==> src/design/ghoc_pkg.sv <==
// Constants shared by the handshake option and address status block.
// Assumes a 125 MHz system clock and byte-wide host port offsets.
package ghoc_pkg;

	////////////////////////////////////////////////////////////////////////
	// Clock and settling times
	localparam int CLK_PERIOD_NS = 8;
	localparam int T1_FAST_NS = 500;
	localparam int T1_SLOW_NS = 2000;
	// Least times, rounded up to whole cycles
	localparam int T1_FAST_CYC = (T1_FAST_NS + CLK_PERIOD_NS - 1) / CLK_PERIOD_NS;
	localparam int T1_SLOW_CYC = (T1_SLOW_NS + CLK_PERIOD_NS - 1) / CLK_PERIOD_NS;
	localparam int T1_CW = 8;

	////////////////////////////////////////////////////////////////////////
	// Host port offsets
	localparam logic [2:0] OFS_AUX_MODE = 3'h5;
	localparam logic [2:0] OFS_PASSTHRU_CMD = 3'h5;
	localparam logic [2:0] OFS_ADDRESS = 3'h6;

	////////////////////////////////////////////////////////////////////////
	// Auxiliary mode register layout and control codes
	localparam int AUX_CODE_LSB = 5;
	localparam logic [2:0] CODE_AUX_CMD = 3'b000;
	localparam logic [2:0] CODE_HSO_REG = 3'b101;
	localparam logic [2:0] CODE_DAC_CFG = 3'b110;
	localparam logic [4:0] AUX_CMD_FINISH = 5'h03;
	localparam logic [4:0] AUX_CMD_VALID = 5'h0f;

	////////////////////////////////////////////////////////////////////////
	// Handshake option register fields
	localparam int HSO_ISS = 4;
	localparam int HSO_INV = 3;
	localparam int HSO_TRI = 2;
	localparam int HSO_SERIAL_POLL_END_ENABLE = 1;
	localparam int HSO_PASSTHRU = 0;
	localparam logic [4:0] HSO_RESET = 5'h00;

	////////////////////////////////////////////////////////////////////////
	// DAC holdoff configuration fields
	localparam int DHC_TRIG = 1;
	localparam int DHC_CLEAR = 0;
	localparam logic [1:0] DHC_RESET = 2'h0;

	////////////////////////////////////////////////////////////////////////
	// Address register fields and address formation
	localparam int ADR_SEL = 7;
	localparam int ADR_TALK_DIS = 6;
	localparam int ADR_LISTEN_DIS = 5;
	localparam logic [6:0] ADR_RESET = 7'h00;
	localparam logic [7:0] TALK_BASE = 8'h40;
	localparam logic [7:0] LISTEN_BASE = 8'h20;
	localparam logic [7:0] BYTE_RESET = 8'h00;

endpackage

==> src/design/ghoc_holdoff.sv <==
// Bank of handshake holdoff latches with a registered summary.
// Assumes set and release are one-cycle pulses on mclk.
`timescale 1ns/1ps
`default_nettype none
module ghoc_holdoff
	import ghoc_pkg::*;
#(
	parameter int N = 3
)
(
	input wire logic mclk,
	input wire logic nrst,
	input wire logic [N-1:0] hold_set,
	input wire logic [N-1:0] hold_release,
	output logic [N-1:0] hold_q,
	output logic hold_any_q
);

	typedef struct packed {
		logic [N-1:0] hold;
		logic any;
	} ghoc_hold_t;

	ghoc_hold_t s_q;
	ghoc_hold_t s_d;

	////////////////////////////////////////////////////////////////////////
	// Set wins over release in the same cycle
	always_comb
	begin
		s_d = s_q;
		s_d.hold = hold_set | (s_q.hold & ~hold_release);
		s_d.any = |s_d.hold;
	end

	// State register
	always_ff @(posedge mclk or negedge nrst)
	begin
		if (!nrst)
			s_q <= '0;
		else
			s_q <= s_d;
	end

	assign hold_q = s_q.hold;
	assign hold_any_q = s_q.any;

endmodule
`default_nettype wire

==> src/design/ghoc_settle_timer.sv <==
// Source handshake settling timer with two selectable lengths.
// Assumes lengths of at least two cycles and a one-cycle start pulse.
`timescale 1ns/1ps
`default_nettype none
module ghoc_settle_timer
	import ghoc_pkg::*;
#(
	parameter int CW = T1_CW,
	parameter logic [CW-1:0] FAST_CYC = CW'(T1_FAST_CYC),
	parameter logic [CW-1:0] SLOW_CYC = CW'(T1_SLOW_CYC)
)
(
	input wire logic mclk,
	input wire logic nrst,
	input wire logic start,
	input wire logic fast,
	output logic done_q
);

	typedef enum logic [1:0] {
		ST_IDLE = 2'b00,
		ST_COUNT = 2'b01,
		ST_DONE = 2'b11
	} ghoc_tmr_st_t;

	typedef struct packed {
		ghoc_tmr_st_t st;
		logic [CW-1:0] cnt;
		logic done;
	} ghoc_tmr_t;

	ghoc_tmr_t s_q;
	ghoc_tmr_t s_d;

	////////////////////////////////////////////////////////////////////////
	// Load on start, count down, flag done until the next start
	always_comb
	begin
		s_d = s_q;
		case (s_q.st)
			ST_IDLE, ST_DONE:
			begin
				if (start)
				begin
					s_d.st = ST_COUNT;
					s_d.done = 1'b0;
					s_d.cnt = (fast ? FAST_CYC : SLOW_CYC) - CW'(1);
				end
			end
			ST_COUNT:
			begin
				s_d.cnt = s_q.cnt - CW'(1);
				if (start)
					s_d.cnt = (fast ? FAST_CYC : SLOW_CYC) - CW'(1);
				else if (s_q.cnt == CW'(1))
				begin
					s_d.st = ST_DONE;
					s_d.done = 1'b1;
				end
			end
			default:
			begin
				s_d.st = ST_IDLE;
				s_d.done = 1'b0;
			end
		endcase
	end

	// State register
	always_ff @(posedge mclk or negedge nrst)
	begin
		if (!nrst)
			s_q <= '{st: ST_IDLE, cnt: '0, done: 1'b0};
		else
			s_q <= s_d;
	end

	assign done_q = s_q.done;

endmodule
`default_nettype wire

==> src/design/ghoc_top.sv <==
// Handshake options, DAC holdoff and primary address status of the
// bus interface chip. Assumes host strobes and chip events share mclk.
`timescale 1ns/1ps
`default_nettype none
module ghoc_top
	import ghoc_pkg::*;
(
	input wire logic mclk,
	input wire logic nrst,
	input wire logic [2:0] host_addr,
	input wire logic host_wr,
	input wire logic host_rd,
	input wire logic [7:0] host_wdata,
	output logic [7:0] host_rdata,
	input wire logic cmd_strobe,
	input wire logic [7:0] cmd_byte,
	input wire logic cmd_undefined,
	input wire logic flag_clear,
	input wire logic dtas_enter,
	input wire logic dcas_enter,
	input wire logic spas,
	input wire logic src_eoi,
	input wire logic src_eoi_oe,
	input wire logic ppoll_active,
	input wire logic t1_start,
	input wire logic first_byte,
	output logic t1_done,
	output logic dio_open_collector,
	output logic eoi_out,
	output logic eoi_oe,
	output logic undefined_cmd_flag,
	output logic dac_hold,
	output logic talk_addr_hit,
	output logic listen_addr_hit,
	output logic [6:0] secondary_addr,
	output logic iss_select,
	output logic int_invert
);

	////////////////////////////////////////////////////////////////////////
	// State
	typedef struct packed {
		logic [4:0] hso;
		logic [1:0] dhc;
		logic [6:0] pri_addr;
		logic [6:0] sec_addr;
		logic [7:0] pt_cmd;
		logic pt_flag;
		logic [7:0] rdata;
		logic finish_p;
		logic valid_p;
		logic eoi_out;
		logic eoi_oe;
		logic oc_mode;
		logic talk_hit;
		logic listen_hit;
	} ghoc_state_t;

	ghoc_state_t s_q;
	ghoc_state_t s_d;

	localparam int AST_FAST_M1 = T1_FAST_CYC - 1;
	localparam int AST_SLOW_M1 = T1_SLOW_CYC - 1;

	logic [2:0] aux_control_code;
	logic [4:0] aux_command_bits;
	logic wr_aux;
	logic wr_adr;
	logic pt_event;
	logic [2:0] hold_set;
	logic [2:0] hold_release;
	logic [2:0] hold_vec;
	logic hold_any;
	logic t1_fast;

	// Bus address formed from a base and the five address bits
	function automatic logic [7:0] addr_form(input logic [7:0] base, input logic [4:0] ad);
		addr_form = base + {3'b000, ad};
	endfunction

	////////////////////////////////////////////////////////////////////////
	// Host write decode
	assign wr_aux = host_wr && (host_addr == OFS_AUX_MODE);
	assign wr_adr = host_wr && (host_addr == OFS_ADDRESS);
	assign aux_control_code = host_wdata[7:AUX_CODE_LSB];
	assign aux_command_bits = host_wdata[AUX_CODE_LSB-1:0];
	assign pt_event = cmd_strobe && cmd_undefined && s_q.hso[HSO_PASSTHRU];

	// Holdoff sources: pass-through, trigger, clear
	assign hold_set[0] = pt_event;
	assign hold_set[1] = dtas_enter && s_q.dhc[DHC_TRIG];
	assign hold_set[2] = dcas_enter && s_q.dhc[DHC_CLEAR];
	assign hold_release[0] = s_q.valid_p;
	assign hold_release[2:1] = {2{s_q.finish_p}};

	// Fast settling only past the first byte
	assign t1_fast = s_q.hso[HSO_TRI] && !first_byte;

	////////////////////////////////////////////////////////////////////////
	// Next state
	always_comb
	begin
		s_d = s_q;
		s_d.finish_p = 1'b0;
		s_d.valid_p = 1'b0;
		if (wr_aux)
		begin
			case (aux_control_code)
				CODE_HSO_REG: s_d.hso = aux_command_bits;
				CODE_DAC_CFG: s_d.dhc = aux_command_bits[1:0];
				CODE_AUX_CMD:
				begin
					s_d.finish_p = (aux_command_bits == AUX_CMD_FINISH);
					s_d.valid_p = (aux_command_bits == AUX_CMD_VALID);
				end
				default: s_d.finish_p = 1'b0;
			endcase
		end
		// Address register select
		if (wr_adr)
		begin
			if (host_wdata[ADR_SEL])
				s_d.sec_addr = host_wdata[6:0];
			else
				s_d.pri_addr = host_wdata[6:0];
		end
		// Pass-through flag, set wins over clear
		if (flag_clear)
			s_d.pt_flag = 1'b0;
		if (pt_event)
		begin
			s_d.pt_flag = 1'b1;
			s_d.pt_cmd = cmd_byte;
		end
		// Host read data
		if (host_rd)
		begin
			case (host_addr)
				OFS_ADDRESS: s_d.rdata = {1'b0, s_q.pri_addr};
				OFS_PASSTHRU_CMD: s_d.rdata = s_q.pt_cmd;
				default: s_d.rdata = BYTE_RESET;
			endcase
		end
		// EOI drive and driver mode
		s_d.eoi_out = spas ? s_q.hso[HSO_SERIAL_POLL_END_ENABLE] : src_eoi;
		s_d.eoi_oe = spas || src_eoi_oe;
		s_d.oc_mode = ppoll_active;
		// Own address recognition
		s_d.talk_hit = cmd_strobe && !s_q.pri_addr[ADR_TALK_DIS]
			&& (cmd_byte == addr_form(TALK_BASE, s_q.pri_addr[4:0]));
		s_d.listen_hit = cmd_strobe && !s_q.pri_addr[ADR_LISTEN_DIS]
			&& (cmd_byte == addr_form(LISTEN_BASE, s_q.pri_addr[4:0]));
	end

	// State register
	always_ff @(posedge mclk or negedge nrst)
	begin
		if (!nrst)
		begin
			s_q <= '0;
			s_q.hso <= HSO_RESET;
			s_q.dhc <= DHC_RESET;
			s_q.pri_addr <= ADR_RESET;
			s_q.sec_addr <= ADR_RESET;
			s_q.pt_cmd <= BYTE_RESET;
			s_q.rdata <= BYTE_RESET;
		end
		else
			s_q <= s_d;
	end

	////////////////////////////////////////////////////////////////////////
	// Submodules
	ghoc_holdoff #(
		.N(3)
	) u_holdoff (
		.mclk(mclk),
		.nrst(nrst),
		.hold_set(hold_set),
		.hold_release(hold_release),
		.hold_q(hold_vec),
		.hold_any_q(hold_any)
	);

	ghoc_settle_timer u_settle (
		.mclk(mclk),
		.nrst(nrst),
		.start(t1_start),
		.fast(t1_fast),
		.done_q(t1_done)
	);

	////////////////////////////////////////////////////////////////////////
	// Outputs
	assign host_rdata = s_q.rdata;
	assign dio_open_collector = s_q.oc_mode;
	assign eoi_out = s_q.eoi_out;
	assign eoi_oe = s_q.eoi_oe;
	assign undefined_cmd_flag = s_q.pt_flag;
	assign dac_hold = hold_any;
	assign talk_addr_hit = s_q.talk_hit;
	assign listen_addr_hit = s_q.listen_hit;
	assign secondary_addr = s_q.sec_addr;
	assign iss_select = s_q.hso[HSO_ISS];
	assign int_invert = s_q.hso[HSO_INV];
endmodule
`default_nettype wire

==> config.mk <==
export PLATFORM = sky130hd
export DESIGN_NAME = ghoc_top
export DESIGN_NICKNAME = d
export VERILOG_FILES = /design/src/design/ghoc_pkg.sv /design/src/design/ghoc_holdoff.sv /design/src/design/ghoc_settle_timer.sv /design/src/design/ghoc_top.sv
export SDC_FILE = /design/constraint.sdc
export NUM_CORES = 1
export LEC_CHECK = 0
export ABC_AREA = 1
export BUFFER_PORTS_ARGS = -buffer_cell sky130_fd_sc_hd__buf_2
export CAP_MARGIN = 20
export CORE_ASPECT_RATIO = 1.4
export CORE_MARGIN = 8
export CORE_UTILIZATION = 55
export DETAILED_ROUTE_END_ITERATION = 10
export MAX_ROUTING_LAYER = met4
export PLACE_DENSITY = 0.89
export SETUP_SLACK_MARGIN = 0.2
export SLEW_MARGIN = 10
export SYNTH_ARGS = -nofsm -noshare
export SYNTH_HDL_FRONTEND = slang
export SYNTH_SLANG_ARGS = --single-unit
==> constraint.sdc <==
create_clock -name mclk -period 1.7 [get_ports mclk]
set_input_delay 0.51 -clock mclk [delete_from_list [all_inputs] [get_ports mclk]]
set_output_delay 0.51 -clock mclk [all_outputs]
set_load 0.005 [all_outputs]
==> flow_summary.json <==
{
  "status": "finished clean",
  "synth_top_family_by_area": "simple AND/OR/NAND/NOR gates",
  "rrSetupSlack_ps": 210,
  "grt_max_degree": 61,
  "io_pins": 59,
  "yosysWarnings": 0,
  "track_usage": 0.1814,
  "via_per_inst": 5.084,
  "layout_common_cells": "nand2_1, dfrtp_1, buf_2",
  "avgSynthCellArea_um2": 9.063,
  "io_buffers": 58,
  "n_fill_cell": 389,
  "yosysSeqAreaShare": 0.5098,
  "peakVddDrop_mv": 0.5580,
  "wl_per_cell_um": 14.32,
  "dr.pass1.iters": 4,
  "synthArstFlopShare": 1.000,
  "clock-root-buffer": "clkbuf_8",
  "crit_type": "flop to flop",
  "area_delta_synth_final_pct": 16.91,
  "syn_inst": 325,
  "period_needed_ps": 1485,
  "rsz0062_at_grt": "true",
  "drv_slew": 0,
  "post-route-util": 0.6675,
  "cp-end-kind": "flop",
  "drc_errors": 0,
  "max_slew_margin": 0.7842,
  "grt_pass1_wl_um": 11120,
  "numCtsBuffers": 9,
  "diodes": 0,
  "clk_latency_ps": 330,
  "die_w_um": 77.85,
  "fin_skew_ps": 7.331,
  "clk_pin_slew_ps": 70,
  "setup_viol": 0,
  "cap_viol_max_count": 0,
  "fp.dieH_um": 102.6,
  "yosys.area_share.simple": 0.2243,
  "yosys_register_bits": 60,
  "postRouteAntennaNets": 0,
  "synthAdderAreaFrac": 0.02124,
  "required_ps": 1910,
  "setup_tns_ps": 0,
  "final_common_cell": "nand2_1",
  "synth_xor_area_frac": 0.002974,
  "routed_wirelength_um": 6487,
  "path_max_fanout": 8,
  "cellLeakagePower_nw": 1.752,
  "antenna_found_initial": 0,
  "p_per_area_nw_per_um2": 1294,
  "hp-class": "input port to async pin",
  "cts_tree": "done",
  "fmax_mhz": 673.3,
  "worstPathArrival_ps": 1700,
  "muxShareOfSynthArea": 0.007647,
  "die_area_um2": 7986,
  "start_util": 0.5709,
  "synth_cell_types": 33,
  "htreeDepth": 3,
  "cts_hold_buf": 0,
  "synth_compound_area_frac": 0.1215,
  "coreArea_um2": 5159,
  "std_cell_rows": 31,
  "grt_overflow": 0,
  "period_share": 0.8736,
  "nets": 421,
  "syn_area_um2": 2945,
  "first_global_vias": 2426,
  "layout-drive-gt1-share": 0.3204,
  "finalHoldViolations": 0,
  "cts_buffer_depth": 2,
  "hpwlAfterDp_um": 4660,
  "synthFlopType": "dfrtp_1",
  "synth_edf_count": 0,
  "clock_sinks": 60,
  "tightest_slew_ps": 323.7,
  "place_congestion": 0.9109,
  "route.vias.total": 2303,
  "syn_nets": 364,
  "start_kind": "flop",
  "drt_iter0_drc": 189
}
==> path summary, 6_finish.rpt <==
kind	startpoint	to	cells past startpoint
setup / recovery	u_settle.s_q[9]	u_settle.s_q[6]	8
hold / removal	nrst	undefined_cmd_flag	2
setup reg to reg	u_settle.s_q[9]	u_settle.s_q[6]	8
hold reg to reg	u_settle.done_q	u_settle.done_q	2
max in group asynchronous	nrst	u_settle.done_q	2
min in group mclk	ppoll_active	dio_open_collector	1
==> flip-flops by register name, summed over array words and instances (netlist names) <==
name / flops
u_settle.done_q: 1
undefined_cmd_flag: 1
eoi_oe: 1
listen_addr_hit: 1
u_settle.s_q: 10
dio_open_collector: 1
hold_release: 2
s_q: 20
eoi_out: 1
secondary_addr: 7
u_holdoff.hold_any_q: 1
talk_addr_hit: 1
u_holdoff.hold_q: 3
host_rdata: 8
int_invert: 1
iss_select: 1
==> area by class of cell <==
type,instances,area (µm²),area share
flip-flops and latches,60,1501,0.4360
repair buffers,68,377.9,0.1097
well taps,66,82.58,0.02398
multi-input cells,199,1135,0.3296
clock inverters,1,5.005,0.001453
inverters,44,165.2,0.04797
clock buffers,15,176.4,0.05124
==> where the power goes <==
| part | switching (W) | internal (W) | leakage, nW |
|---|---|---|---|
| Clock | 0.000513 | 0.000648 | 0.0937 |
| Combinational | 0.000773 | 0.000571 | 0.923 |
| Sequential | 0.000222 | 0.00173 | 0.735 |
==> critical path: stages, from the launching register on <==
cell and delay, ps:
dfrtp_1 400, inv_1 60, ha_1 290, nand2_2 120
nand2_4 100, nor2_4 140, inv_2 50, o21ai_2 120
nand3_1 80
==> cell families after synthesis <==
kind of cell	count (synthesis)
xor gates and xnor gates	1
buffers and inverters	66
adders and majority gates	5
AOI/OAI and AO/OA	58
and+or+nand+nor	133
DFF	60
muxes	2
==> through the flow <==
step                cells  power, W  instance area (µm²)  setup slack (ps)  hold slack [ps]
floorplan             325  0.002781                 2945             305.6            214.4
global placement      430  0.003038                 3187             208.6            450.0
detailed placement    430  0.003103                 3187             147.1            458.4
CTS                   446  0.004312                 3376             220.3            181.1
global route          453  0.004774                 3443             94.36            173.4
finish                453  0.004456                 3443             214.8            162.6
==> per-layer routing <==
metal	wire, µm	vias to the layer above	global-route usage
li1	-	1155	-
met1	2627	1078	0.1867
met2	3434	61	0.3146
met3	306	9	0.04538
met4	119	0	0.09329
met5	0	-	-
==> cells in the mapped netlist, types with 3 or more instances <==
cell | n | share of area
buf_4 | 16 | 0.041
a21oi_1 | 4 | 0.0068
nand4_1 | 8 | 0.017
o21ai_0 | 19 | 0.032
inv_1 | 40 | 0.051
nor3_1 | 6 | 0.010
a31oi_1 | 7 | 0.015
nand2_2 | 7 | 0.015
buf_6 | 3 | 0.011
o21ai_2 | 14 | 0.042
ha_1 | 5 | 0.021
nand2_1 | 67 | 0.085
inv_2 | 4 | 0.0051
o21ai_1 | 11 | 0.019
nor2_1 | 22 | 0.028
nand3_1 | 11 | 0.019
dfrtp_1 | 60 | 0.51
==> repair_timing <==
action / 4_1_cts / 5_1_grt
pin swaps: 0 / 5
gates resized for setup: 2 / 5
setup endpoints to repair: 2 / 4
setup buffers: 0 / 7
Power figures use the tool's default switching activity.
